### src/shared/pact_pkg.sv
// shared constants, types and register map of the phy access / cycle timer
package pact_pkg;

  // register map: byte offsets on the 8-bit address of the 32-bit register port
  localparam logic [7:0] PACT_OFF_LINK_CTRL   = 8'he0;
  localparam logic [7:0] PACT_OFF_PHY_ACCESS  = 8'hec;
  localparam logic [7:0] PACT_OFF_CYCLE_TIMER = 8'hf0;

  // link control bits
  localparam int unsigned PACT_CTRL_ROOT_BIT   = 30; // read-only root status
  localparam int unsigned PACT_CTRL_MASTER_BIT = 21; // timing_master_select
  localparam int unsigned PACT_CTRL_RUN_BIT    = 20; // tick_count_run
  localparam int unsigned PACT_CTRL_EXT_BIT    = 0;  // external 8 kHz source

  // phy access register fields
  localparam int unsigned PACT_PA_DONE_BIT  = 31;
  localparam int unsigned PACT_PA_RIDX_LO   = 24;
  localparam int unsigned PACT_PA_RVAL_LO   = 16;
  localparam int unsigned PACT_PA_RDREQ_BIT = 15;
  localparam int unsigned PACT_PA_WRREQ_BIT = 14;
  localparam int unsigned PACT_PA_TIDX_LO   = 8;
  localparam int unsigned PACT_PA_WVAL_LO   = 0;

  // reset values
  localparam logic [31:0] PACT_ZERO_WORD = 32'h0000_0000;

  // cycle timer moduli
  localparam logic [12:0] PACT_CYC_LAST = 13'h1f3f; // 8000 - 1
  localparam logic [11:0] PACT_OFS_LAST = 12'hbff;  // 3072 - 1

  // tick rate: 24.576 MHz made from the 100 MHz clock by a phase accumulator
  localparam int unsigned PACT_SYS_CLK_KHZ = 100000;
  localparam int unsigned PACT_TICK_KHZ    = 24576;
  localparam logic [16:0] PACT_ACC_STEP    = 17'(PACT_TICK_KHZ);
  localparam logic [16:0] PACT_ACC_MOD     = 17'(PACT_SYS_CLK_KHZ);

  // register port request
  typedef struct packed {
    logic [7:0]  addr;
    logic [31:0] wdata;
    logic        wr;
    logic        rd;
  } pact_bus_req_t;

  // request towards the phy
  typedef struct packed {
    logic       write;
    logic [3:0] index;
    logic [7:0] value;
  } pact_phy_req_t;

  // register transfer coming back from the phy
  typedef struct packed {
    logic [3:0] index;
    logic [7:0] value;
  } pact_phy_rsp_t;

  // cycle timer word, packed in register layout
  typedef struct packed {
    logic [6:0]  second_count;
    logic [12:0] cycle_number;
    logic [11:0] tick_offset;
  } pact_timer_t;

  // phy request sequencer
  typedef enum logic {
    PACT_PHY_IDLE,
    PACT_PHY_SEND
  } pact_phy_state_t;

endpackage

### src/rtl/pact_cycle_timer.sv
// isochronous cycle timer counters with 24.576 MHz tick divider
`timescale 1ns/1ps
`default_nettype none
module pact_cycle_timer (
  // clock and reset
  input  wire logic                 clk,
  input  wire logic                 rst_n,
  // configuration
  input  wire logic                 run,
  input  wire logic                 ext_src,
  input  wire logic                 ext_tick,
  // load port
  input  wire logic                 load,
  input  wire pact_pkg::pact_timer_t load_val,
  // state
  output pact_pkg::pact_timer_t     value,
  output logic                      rollover
);
  import pact_pkg::*;

  logic [16:0] acc_reg;      // phase accumulator
  logic        tick_en_reg;  // one-cycle 24.576 MHz enable
  logic        ext_prev_reg; // last ext tick level for edge detect
  pact_timer_t tmr_reg;      // counter fields
  logic        roll_reg;     // rollover pulse

  // advance cycle_number, carrying into second_count
  function automatic pact_timer_t next_cycle(input pact_timer_t t);
    pact_timer_t r;
    r = t;
    r.tick_offset = '0;
    if (t.cycle_number >= PACT_CYC_LAST) begin
      r.cycle_number = '0;
      r.second_count = t.second_count + 7'h01;
    end else begin
      r.cycle_number = t.cycle_number + 13'h0001;
    end
    return r;
  endfunction

  // fractional divider; it stops with run so no stale tick slips out
  always_ff @(posedge clk or negedge rst_n) begin
    if (!rst_n) begin
      acc_reg     <= '0;
      tick_en_reg <= 1'b0;
    end else if (run) begin
      if (acc_reg + PACT_ACC_STEP >= PACT_ACC_MOD) begin
        acc_reg     <= acc_reg + PACT_ACC_STEP - PACT_ACC_MOD;
        tick_en_reg <= 1'b1;
      end else begin
        acc_reg     <= acc_reg + PACT_ACC_STEP;
        tick_en_reg <= 1'b0;
      end
    end else begin
      tick_en_reg <= 1'b0;
    end
  end

  // external tick edge; input is already synchronous
  always_ff @(posedge clk or negedge rst_n) begin
    if (!rst_n) ext_prev_reg <= 1'b0;
    else        ext_prev_reg <= ext_tick;
  end

  // counters: load beats external tick beats normal count
  always_ff @(posedge clk or negedge rst_n) begin
    if (!rst_n) begin
      tmr_reg  <= '0;
      roll_reg <= 1'b0;
    end else if (load) begin
      tmr_reg  <= load_val;
      roll_reg <= 1'b0;
    end else if (ext_src && ext_tick && !ext_prev_reg) begin
      tmr_reg  <= next_cycle(tmr_reg);
      roll_reg <= 1'b1;
    end else if (run && tick_en_reg) begin
      if (tmr_reg.tick_offset >= PACT_OFS_LAST) begin
        if (ext_src) begin
          roll_reg <= 1'b0; // wait for the external tick, hold at end
        end else begin
          tmr_reg  <= next_cycle(tmr_reg);
          roll_reg <= 1'b1;
        end
      end else begin
        tmr_reg.tick_offset <= tmr_reg.tick_offset + 12'h001;
        roll_reg            <= 1'b0;
      end
    end else begin
      roll_reg <= 1'b0;
    end
  end

  assign value    = tmr_reg;
  assign rollover = roll_reg;

endmodule // pact_cycle_timer
`default_nettype wire

### src/rtl/pact_top.sv
// phy register access port and isochronous cycle timer register bank
//
// How it works
// - request write clears read complete flag
// - phy register transfer sets read complete
// - reserved phy access bits read zero
// - read index follows latest phy transfer
// - read value holds phy returned contents
// - read request sent, then bit self-clears
// - write request sent, then bit self-clears
// - target index addresses phy for both
// - write value sent on writes only
// - cycle master sends timer in cycle start
// - non-master loads timer from received start
// - timer keeps counting without cycle starts
// - seconds count cycle rollovers modulo 128
// - cycles count offset rollovers modulo 8000
// - offset counts ticks modulo 3072
// - external 8 kHz tick zeroes offset
// - root master emits start per rollover
// - offset advances only while run set
`timescale 1ns/1ps
`default_nettype none
module pact_top (
  // clock and reset
  input  wire logic                   clk,
  input  wire logic                   rst_n,
  // register port
  input  wire pact_pkg::pact_bus_req_t bus_req,
  output logic [31:0]                 bus_rdata,
  // request towards the phy
  output logic                        phy_req_valid,
  output pact_pkg::pact_phy_req_t     phy_req,
  input  wire logic                   phy_req_ready,
  // register transfer from the phy
  input  wire logic                   phy_rsp_valid,
  input  wire pact_pkg::pact_phy_rsp_t phy_rsp,
  input  wire logic                   phy_is_root,
  // cycle start traffic
  input  wire logic                   cs_rx_valid,
  input  wire pact_pkg::pact_timer_t  cs_rx_time,
  output logic                        cs_tx_valid,
  output pact_pkg::pact_timer_t       cs_tx_time,
  // external 8 kHz cycle clock
  input  wire logic                   ext_cycle_tick
);
  import pact_pkg::*;

  // link control state
  logic            master_sel_reg;  // timing_master_select
  logic            run_reg;         // tick_count_run
  logic            ext_src_reg;     // external cycle source enable

  // phy access register state
  logic            rd_done_reg;     // phy_read_complete
  logic [3:0]      rd_index_reg;    // phy_read_index
  logic [7:0]      rd_value_reg;    // phy_read_value
  logic            rd_req_reg;      // phy_read_request
  logic            wr_req_reg;      // phy_write_request
  logic [3:0]      tgt_index_reg;   // phy_target_index
  logic [7:0]      wr_value_reg;    // phy_write_value

  // phy request sequencer
  pact_phy_state_t phy_state_reg;
  pact_phy_state_t phy_state_next;
  logic            phy_valid_reg;   // drives phy_req_valid
  pact_phy_req_t   phy_req_reg;     // drives phy_req
  logic            sent;            // phy accepted the request

  // bus decode
  logic            wr_ctrl;         // write to link control
  logic            wr_pa;           // write to phy access
  logic            wr_tmr;          // write to cycle timer
  logic [31:0]     rdata_reg;       // registered read data
  logic [31:0]     rd_mux;          // combinational read select

  // cycle timer
  pact_timer_t     tmr_value;       // live counter value
  logic            tmr_roll;        // one-cycle rollover
  logic            tmr_load;        // load request to counters
  pact_timer_t     tmr_load_val;    // value to load
  logic            master_active;   // we own the cycle start
  logic            cs_valid_reg;    // drives cs_tx_valid
  pact_timer_t     cs_time_reg;     // drives cs_tx_time

  // address decode, one register per aligned word
  always_comb begin
    wr_ctrl = bus_req.wr && (bus_req.addr == PACT_OFF_LINK_CTRL);
    wr_pa   = bus_req.wr && (bus_req.addr == PACT_OFF_PHY_ACCESS);
    wr_tmr  = bus_req.wr && (bus_req.addr == PACT_OFF_CYCLE_TIMER);
  end

  // link control bits; root status comes live from the phy side
  always_ff @(posedge clk or negedge rst_n) begin
    if (!rst_n) begin
      master_sel_reg <= 1'b0;
      run_reg        <= 1'b0;
      ext_src_reg    <= 1'b0;
    end else if (wr_ctrl) begin
      master_sel_reg <= bus_req.wdata[PACT_CTRL_MASTER_BIT];
      run_reg        <= bus_req.wdata[PACT_CTRL_RUN_BIT];
      ext_src_reg    <= bus_req.wdata[PACT_CTRL_EXT_BIT];
    end
  end

  // target index and write value are plain read/write fields
  always_ff @(posedge clk or negedge rst_n) begin
    if (!rst_n) begin
      tgt_index_reg <= '0;
      wr_value_reg  <= '0;
    end else if (wr_pa) begin
      tgt_index_reg <= bus_req.wdata[PACT_PA_TIDX_LO +: 4];
      wr_value_reg  <= bus_req.wdata[PACT_PA_WVAL_LO +: 8];
    end
  end

  // read complete: cleared by a new request, set by phy transfer
  always_ff @(posedge clk or negedge rst_n) begin
    if (!rst_n) begin
      rd_done_reg <= 1'b0;
    end else if (phy_rsp_valid) begin
      rd_done_reg <= 1'b1; // set wins over a same-cycle clear
    end else if (wr_pa && (bus_req.wdata[PACT_PA_RDREQ_BIT] ||
                           bus_req.wdata[PACT_PA_WRREQ_BIT])) begin
      rd_done_reg <= 1'b0;
    end
  end

  // returned index and contents from the phy
  always_ff @(posedge clk or negedge rst_n) begin
    if (!rst_n) begin
      rd_index_reg <= '0;
      rd_value_reg <= '0;
    end else if (phy_rsp_valid) begin
      rd_index_reg <= phy_rsp.index;
      rd_value_reg <= phy_rsp.value;
    end
  end

  // accepted handshake ends the request on the phy side
  assign sent = phy_valid_reg && phy_req_ready;

  // request bits: software sets, hardware clears once sent;
  // writing 0 never cancels a request already on its way
  always_ff @(posedge clk or negedge rst_n) begin
    if (!rst_n) begin
      rd_req_reg <= 1'b0;
      wr_req_reg <= 1'b0;
    end else begin
      if (wr_pa && bus_req.wdata[PACT_PA_RDREQ_BIT]) begin
        rd_req_reg <= 1'b1;
      end else if (sent && !phy_req_reg.write) begin
        rd_req_reg <= 1'b0;
      end
      if (wr_pa && bus_req.wdata[PACT_PA_WRREQ_BIT]) begin
        wr_req_reg <= 1'b1;
      end else if (sent && phy_req_reg.write) begin
        wr_req_reg <= 1'b0;
      end
    end
  end

  // sequencer next state
  always_comb begin
    phy_state_next = phy_state_reg;
    unique case (phy_state_reg)
      PACT_PHY_IDLE: begin
        if (rd_req_reg || wr_req_reg) phy_state_next = PACT_PHY_SEND;
      end
      PACT_PHY_SEND: begin
        if (sent) phy_state_next = PACT_PHY_IDLE;
      end
    endcase
  end

  always_ff @(posedge clk or negedge rst_n) begin
    if (!rst_n) phy_state_reg <= PACT_PHY_IDLE;
    else        phy_state_reg <= phy_state_next;
  end

  // request payload is frozen while offered so the phy sees it stable;
  // read wins if software breaks exclusivity
  always_ff @(posedge clk or negedge rst_n) begin
    if (!rst_n) begin
      phy_valid_reg <= 1'b0;
      phy_req_reg   <= '0;
    end else if (phy_state_reg == PACT_PHY_IDLE) begin
      if (rd_req_reg || wr_req_reg) begin
        phy_valid_reg     <= 1'b1;
        phy_req_reg.write <= !rd_req_reg;
        phy_req_reg.index <= tgt_index_reg;
        // data field carries nothing on reads
        phy_req_reg.value <= rd_req_reg ? 8'h00 : wr_value_reg;
      end
    end else if (sent) begin
      phy_valid_reg <= 1'b0;
    end
  end

  assign phy_req_valid = phy_valid_reg;
  assign phy_req       = phy_req_reg;

  // master owns cycle start only when the phy says we are root
  assign master_active = master_sel_reg && phy_is_root;

  // software write beats a received cycle start in the same cycle
  always_comb begin
    tmr_load     = 1'b0;
    tmr_load_val = cs_rx_time;
    if (wr_tmr) begin
      tmr_load     = 1'b1;
      tmr_load_val = pact_timer_t'(bus_req.wdata);
    end else if (cs_rx_valid && !master_sel_reg) begin
      tmr_load = 1'b1;
    end
  end

  // counters and tick divider
  pact_cycle_timer i_pact_cycle_timer (
    .clk      (clk),
    .rst_n    (rst_n),
    .run      (run_reg),
    .ext_src  (ext_src_reg),
    .ext_tick (ext_cycle_tick),
    .load     (tmr_load),
    .load_val (tmr_load_val),
    .value    (tmr_value),
    .rollover (tmr_roll)
  );

  // cycle start out: timer value at each rollover while master
  always_ff @(posedge clk or negedge rst_n) begin
    if (!rst_n) begin
      cs_valid_reg <= 1'b0;
      cs_time_reg  <= '0;
    end else begin
      cs_valid_reg <= master_active && tmr_roll;
      if (master_active && tmr_roll) begin
        cs_time_reg <= tmr_value;
      end
    end
  end

  assign cs_tx_valid = cs_valid_reg;
  assign cs_tx_time  = cs_time_reg;

  // read select; unmapped offsets read zero
  always_comb begin
    rd_mux = PACT_ZERO_WORD;
    unique case (bus_req.addr)
      PACT_OFF_LINK_CTRL: begin
        rd_mux[PACT_CTRL_ROOT_BIT]   = phy_is_root;
        rd_mux[PACT_CTRL_MASTER_BIT] = master_sel_reg;
        rd_mux[PACT_CTRL_RUN_BIT]    = run_reg;
        rd_mux[PACT_CTRL_EXT_BIT]    = ext_src_reg;
      end
      PACT_OFF_PHY_ACCESS: begin
        // bits 30:28 and 13:12 stay at zero
        rd_mux[PACT_PA_DONE_BIT]        = rd_done_reg;
        rd_mux[PACT_PA_RIDX_LO +: 4]    = rd_index_reg;
        rd_mux[PACT_PA_RVAL_LO +: 8]    = rd_value_reg;
        rd_mux[PACT_PA_RDREQ_BIT]       = rd_req_reg;
        rd_mux[PACT_PA_WRREQ_BIT]       = wr_req_reg;
        rd_mux[PACT_PA_TIDX_LO +: 4]    = tgt_index_reg;
        rd_mux[PACT_PA_WVAL_LO +: 8]    = wr_value_reg;
      end
      PACT_OFF_CYCLE_TIMER: begin
        rd_mux = tmr_value;
      end
      default: begin
        rd_mux = PACT_ZERO_WORD;
      end
    endcase
  end

  // read data stand only in the cycle after the strobe
  always_ff @(posedge clk or negedge rst_n) begin
    if (!rst_n)          rdata_reg <= PACT_ZERO_WORD;
    else if (bus_req.rd) rdata_reg <= rd_mux;
    else                 rdata_reg <= PACT_ZERO_WORD;
  end

  assign bus_rdata = rdata_reg;

endmodule // pact_top
`default_nettype wire

### config.mk
export PLATFORM = sky130hd
export DESIGN_NAME = pact_top
export DESIGN_NICKNAME = d
export VERILOG_FILES = /design/src/shared/pact_pkg.sv /design/src/rtl/pact_cycle_timer.sv /design/src/rtl/pact_top.sv
export SDC_FILE = /design/constraint.sdc
export NUM_CORES = 1
export LEC_CHECK = 0
export ABC_AREA = 1
export BUFFER_PORTS_ARGS = -buffer_cell sky130_fd_sc_hd__buf_2
export CAP_MARGIN = 30
export CELL_PAD_IN_SITES_DETAIL_PLACEMENT = 1
export CELL_PAD_IN_SITES_GLOBAL_PLACEMENT = 1
export CORE_MARGIN = 4
export CORE_UTILIZATION = 41
export DETAILED_ROUTE_END_ITERATION = 7
export GPL_TIMING_DRIVEN = 0
export PLACE_DENSITY = 0.85
export REMOVE_ABC_BUFFERS = 1
export SYNTH_ARGS = -nofsm -noshare
export SYNTH_HDL_FRONTEND = slang
export SYNTH_HIERARCHICAL = 1
export SYNTH_SLANG_ARGS = --single-unit
### constraint.sdc
create_clock -name clk -period 3.4 [get_ports clk]
set_input_delay 0.17 -clock clk [delete_from_list [all_inputs] [get_ports clk]]
set_output_delay 0.17 -clock clk [all_outputs]
set_load 0.02 [all_outputs]
After elaboration in Yosys (flattened, before gate mapping)

Cells that the tools add are included.
W data, S select, Z words.

Bitwise operators: 1
Order comparisons: 3
Multiply operators: 0
Divide/modulo/power cells: 0
Reduce and logical (&&, ||, !) cells: 31
Mux-type cells: 42
Shifts and indexed selects: 0
Eq/ne operators: 6
$add $sub $neg: 5

Operator list:

| kind                     | number |
|---|---|
| $mux W32                 | 6 |
| $eq A8 B8 Y1 const B     | 3 |
| $pmux W6 S2              | 2 |
| $pmux W11 S2             | 1 |
| $mux W1                  | 20 |
| $mux W20                 | 1 |
| $add A17 B15 Y17 const B | 1 |
| $ge A17 B17 Y1 const B   | 1 |
| $mux W17                 | 1 |
| $sub A17 B17 Y17 const B | 1 |
| $logic_and A1 B1 Y1      | 15 |
| $add A13 B1 Y13 const B  | 1 |
| $ge A13 B13 Y1 const B   | 1 |
| $mux W13                 | 1 |
| $add A12 B1 Y12 const B  | 1 |
| $ge A12 B12 Y1 const B   | 1 |
| $mux W12                 | 1 |
| $mux W8                  | 1 |
| $reduce_bool A2 Y1       | 4 |
| $add A7 B1 Y7 const B    | 1 |
| $mux W7                  | 1 |
| $pmux W1 S2              | 3 |
| $pmux W2 S3              | 1 |
| $reduce_and A2 Y1        | 3 |
| other kinds (10)         | 16 |

Word-level logic and storage cells: 115
Output and inout port bits: 79
Memory bits (read-only): 0
Memories: 0
RAM bits: 0
Bits of input ports: 93
Flip-flop bits (word level): 162
Bits in latches: 0

Logic depth before layout (Yosys ltp)

Depth after elaboration: 7
Mapped depth: 16
Depth with buffers taken out: 14

Hierarchy

The synthesis kept the hierarchy.

Modules (own cells, without submodules):

| module           | area an instance (um2) | cells each | instances | seq. area each (um2) |
|---|---|---|---|---|
| pact_top         | 4702.0                 | 557        | 1         | 2752.6 |
| pact_cycle_timer | 3259.4                 | 470        | 1         | 1176.1 |

Worst setup path before layout

OpenSTA, ideal clock, no wires.

Kind: in2reg
Start: in bus_req[34] (netlist bit)
End: reg i_pact_cycle_timer.tmr_reg, in the netlist i_pact_cycle_timer/value[15]
Stages: 15
Data arrival time: 1.778 ns
Setup time: 0.117 ns
Required time: 3.283 ns
Slack: 1.505 ns
Buffers on the path: 3
Path through: inv_1 > nand2_2 > nor2_4 > nand2_2 > nor2_4 > inv_2 > buf_2 > nand2_1 > buf_2 > clkinv_1 > buf_1 > nand3b_1 > nand2_1 > nand2_1 > nand2_1

Cells in the longest elaborated chain, start to end: 5
Elaborated cells on any way between the ends: 9
Classes of those cells: eq/ne: 2; mux: 3; reduce/logical: 4

RTL lines:

| element                                                             | line                   | source |
|---|---|---|
| start, declared                                                     | pact_top.sv:29         | `input wire pact_pkg::pact_bus_req_t bus_req,` |
| $eq A8 B8 Y1 (*)                                                    | pact_top.sv:90         | `wr_tmr = bus_req.wr && (bus_req.addr == PACT_OFF_CYCLE_TIMER);` |
| $logic_and A1 B1 Y1 (*)                                             | pact_top.sv:90         |  |
| $mux W1 (*)                                                         | pact_top.sv:210        | `if (wr_tmr) begin` |
| named net tmr_load                                                  | pact_top.sv:80         | `logic tmr_load;` |
| $ne A3 B1 Y1 (no source line) or $reduce_bool A3 Y1 (tied branches) | n/a                    |  |
| $reduce_and A3 Y1 (no source line)                                  | n/a                    |  |
| end signal, assigned                                                | pact_cycle_timer.sv:71 | `tmr_reg <= load_val;` |
| end signal, assigned                                                | pact_cycle_timer.sv:74 | `tmr_reg <= next_cycle(tmr_reg);` |
| end signal, assigned                                                | pact_cycle_timer.sv:81 | `tmr_reg <= next_cycle(tmr_reg);` |
| end, declared                                                       | pact_cycle_timer.sv:24 | `pact_timer_t tmr_reg;` |

The timed path passes the listed nets; every way through them passes the cells marked *.
A chain may end at the register's enable or synchronous reset.

Worst setup path in the final report

Start: in bus_req[40] (netlist bit)
End: reg i_pact_cycle_timer.tmr_reg, in the netlist i_pact_cycle_timer/value[3]

Cells in the longest elaborated chain, start to end: 5
Elaborated cells on any way between the ends: 8
Classes of those cells: eq/ne: 2; mux: 3; reduce/logical: 3

RTL lines:

| element                                                             | line |
|---|---|
| $eq A8 B8 Y1 (*)                                                    | pact_top.sv:90 |
| $logic_and A1 B1 Y1 (*)                                             | pact_top.sv:90 |
| $mux W1 (*)                                                         | pact_top.sv:210 |
| named net tmr_load                                                  | pact_top.sv:80 |
| $ne A4 B2 Y1 (no source line) or $reduce_bool A3 Y1 (tied branches) | n/a |
| $reduce_and A2 Y1 (no source line)                                  | n/a |

Marked as above.

==> impl_metrics.csv <==
group,metric,value,unit
detailed_routing,vias_per_cell,5.15,
worst_setup_path,crit_type,"input pin to register",
clock_network,insertion_delay,0.43,ns
logic_synthesis,syn_area_per_cell,7.75,sq um
floorplan,ios,172,
detailed_routing,wirelength,26.5,mm
clock_network,cts_tree,"built",
detailed_routing,first_pass_iters,5,
outcome,status,"finished clean",
grt,grt_start_max_net_pins,88,
logic_synthesis,synth-seq-area-share,49.3,%
logic_synthesis,synth.most_common_cell,"nand2_1",
floorplan,fp.dieW,147,microns
finish,syn_to_final_growth,25.0,%
pwr,p_leak,5.29,nW
place,gp_congestion,0.828,
logic_synthesis,ys_warn_count,6,
sta,timing.final.crit_share,83.2,%
floorplan,start_util,42.1,%
clock_network,cts_buffers,17,
floorplan,die_area,21700,sq um
sta,finalSetupViolations,0,
finish,fillers,2411,
finish,drive_gt1_share,21.6,%
clock_network,htreeDepth,4,
logic_synthesis,netlist-cell-type-count,39,
sta,period_needed,2.83,ns
worst_setup_path,cp_top_family,"simple AND/OR/NAND/NOR gates",
sta,tightest_slew,0.993,ns
pwr,fin_total_pwr,0.00552,W
clock_network,cts_root_buf,"clkbuf_16",
grt,grt_pass1_vias,8017,
run,cap_violations,0,
finish,n_antenna_cell,0,
worst_setup_path,slowest_delay,0.59,ns
logic_synthesis,ys_ff_latch,157,
logic_synthesis,yosysTopAreaCell,"dfrtp_1",
place,dp_hpwl,17.2,mm
worst_setup_path,critPathLaunchType,"input pin",
worst_setup_path,end_kind,"register",
detailed_routing,ant_nets,0,
detailed_routing,vias,7659,
floorplan,core-area,18900,sq um
grt,grt_pass1_wl,42.4,mm
finish,final_nets,1314,
clock_network,path_clk_slew,0.06,ns
worst_setup_path,path_cells,"buf_2 -> nand2_1 -> nor2_2 -> nand2_2 -> nor2_4 -> inv_2 -> nand2_4 -> a21oi_4 -> nand3_1 -> nor2_1 -> o21ai_0 -> o21ai_1",
detailed_routing,post_drt_wl_per_cell,17.9,microns
sta,rsz0062_at_grt,"false",
sta,finClkSkew,0.0143,ns
logic_synthesis,syn_area,7960,sq um
logic_synthesis,synthCells,1027,
sta,hold_slack,0.0334,ns
sta,maxSlewViolCount,0,
worst_setup_path,slowest_stage,"inv_2",
logic_synthesis,synthArstFlopShare,100,%
logic_synthesis,synth_ff_type,"dfrtp_1",
finish,final_core_util,52.7,%
logic_synthesis,synth_common_cells,"404 x nand2_1, 157 x dfrtp_1, 93 x inv_1, 92 x o21ai_0, 76 x nand3_1",
pwr,powerDensity,555,nW/um^2
sta,finalHoldViolCount,0,
grt,grt_use_total,24.6,%
grt,antenna_found_initial,0,
clock_network,cts.sinks,157,
worst_setup_path,cp_max_fo,34,
floorplan,rows,50,
logic_synthesis,synth_edf_count,0,
worst_setup_path,arrival,3.17,ns
grt,globalRouteOverflowTotal,0,
sta,fmax,353,MHz
logic_synthesis,synth_area_leaders,"dfrtp_1 49%, nand2_1 19%, o21ai_0 5.8%",
detailed_routing,drc,0,
worst_setup_path,required,3.74,ns
sta,slew-limit-headroom,33.7,%
floorplan,die_y,147,microns
clock_network,clock_path_buffers,2,
hold_path,hold_path.class,"input pin to register",
place,portBuffers,171,
pwr,peakVddDrop,358,uV
logic_synthesis,yosys.area.top_type_share,49.3,%
detailed_routing,drt_iter0_drc,425,
worst_setup_path,worst-path-buf-inv,2,
worst paths after layout:
path | startpoint | endpoint | slack, ns | cells after the start
max in group asynchronous | rst_n | rd_done_reg | 2.26 | 3
max reg2reg | i_pact_cycle_timer/value[0] | i_pact_cycle_timer/value[6] | 0.98 | 9
min in group asynchronous | rst_n | cs_tx_time[2] | 0.30 | 2
max | bus_req[40] | i_pact_cycle_timer/value[3] | 0.57 | 12
min reg2reg | rd_value_reg[3] | rd_value_reg[3] | 0.48 | 2
min | bus_req[2] | ext_src_reg | 0.03 | 3
layout by cell type (no fill, tap or decap), types with 3 or more instances in the layout:
cell type / netlist / final
a21oi_1: 4 / 4
buf_2: 13 / 170
buf_4: 3 / 3
bufinv_16: 0 / 3
clkbuf_16: 0 / 17
clkinv_2: 0 / 3
dfrtp_1: 157 / 157
dlygate4sd3_1: 0 / 30
ha_1: 7 / 7
inv_1: 93 / 93
inv_2: 6 / 6
inv_6: 0 / 4
nand2_1: 404 / 402
nand2_2: 9 / 10
nand2_4: 3 / 4
nand3_1: 76 / 75
nand3_2: 2 / 3
nand3b_1: 6 / 6
nand4_1: 11 / 11
nor2_1: 44 / 44
nor2_2: 10 / 11
nor2_4: 8 / 8
nor3_1: 4 / 4
o21ai_0: 92 / 92
o21ai_1: 10 / 10
o21ai_2: 11 / 11
xnor2_1: 3 / 3
xor2_1: 14 / 14
repair_timing:
action / CTS / global route
endpoints found under the setup margin: 32 / 1
gates cloned: 1 / 0
buffers inserted: 1 / 2
hold endpoints to repair: 99 / 0
pin swaps: 1 / 0
hold buffers: 30 / 0
resized for setup: 2 / 0
where the power goes:
group	switching (W)	internal (W)
Sequential	0.000244	0.00210
Combinational	0.000761	0.000426
Clock	0.000815	0.00118
final cells by class:
class,instances,area (sq um),share of cell area [%]
inverter,100,377,3.78
tap,260,325,3.27
clock inverter,12,160,1.61
multi-input combinational,732,3470,34.9
timing repair buffer,206,1240,12.5
sequential,157,3930,39.5
clock buffer,19,443,4.45
worst min-delay path, delay by kind of cell:
kind	cells	cell delay (ns)
buffers and inverters	1	0.13
AND/OR/NAND/NOR	2	0.12
per-stage QoR:
stage	area [sq um]	setup TNS (ns)	cells	setup slack, ns
final	9950	0	1486	0.571
after global placement	8940	-101.92	1419	-1.91
after global routing	9950	0	1486	0.458
after floorplan	7760	0	988	0.275
after detailed placement	9010	-34.51	1421	-1.34
after CTS	9940	0	1484	0.151
logic make-up after synthesis:
kind of cell | share of synthesized area, %
XOR/XNOR | 1.87
multiplexers | 0.251
AO/OA/AOI/OAI | 8.64
flip-flops | 49.3
adder cells (fa/ha/maj) | 1.10
AND/OR/NAND/NOR | 31.5
buffers and inverters | 7.28
routing by layer:
| layer | global-route usage (%) | share of wire [%] |
|---|---|---|
| met1 | 32.1 | 45 |
| met3 | 4.87 | 4.5 |
| met4 | 7.50 | 2.2 |
| met2 | 41.5 | 49 |
| met5 | 0 | 0 |
(Power assumes the default switching activity.)
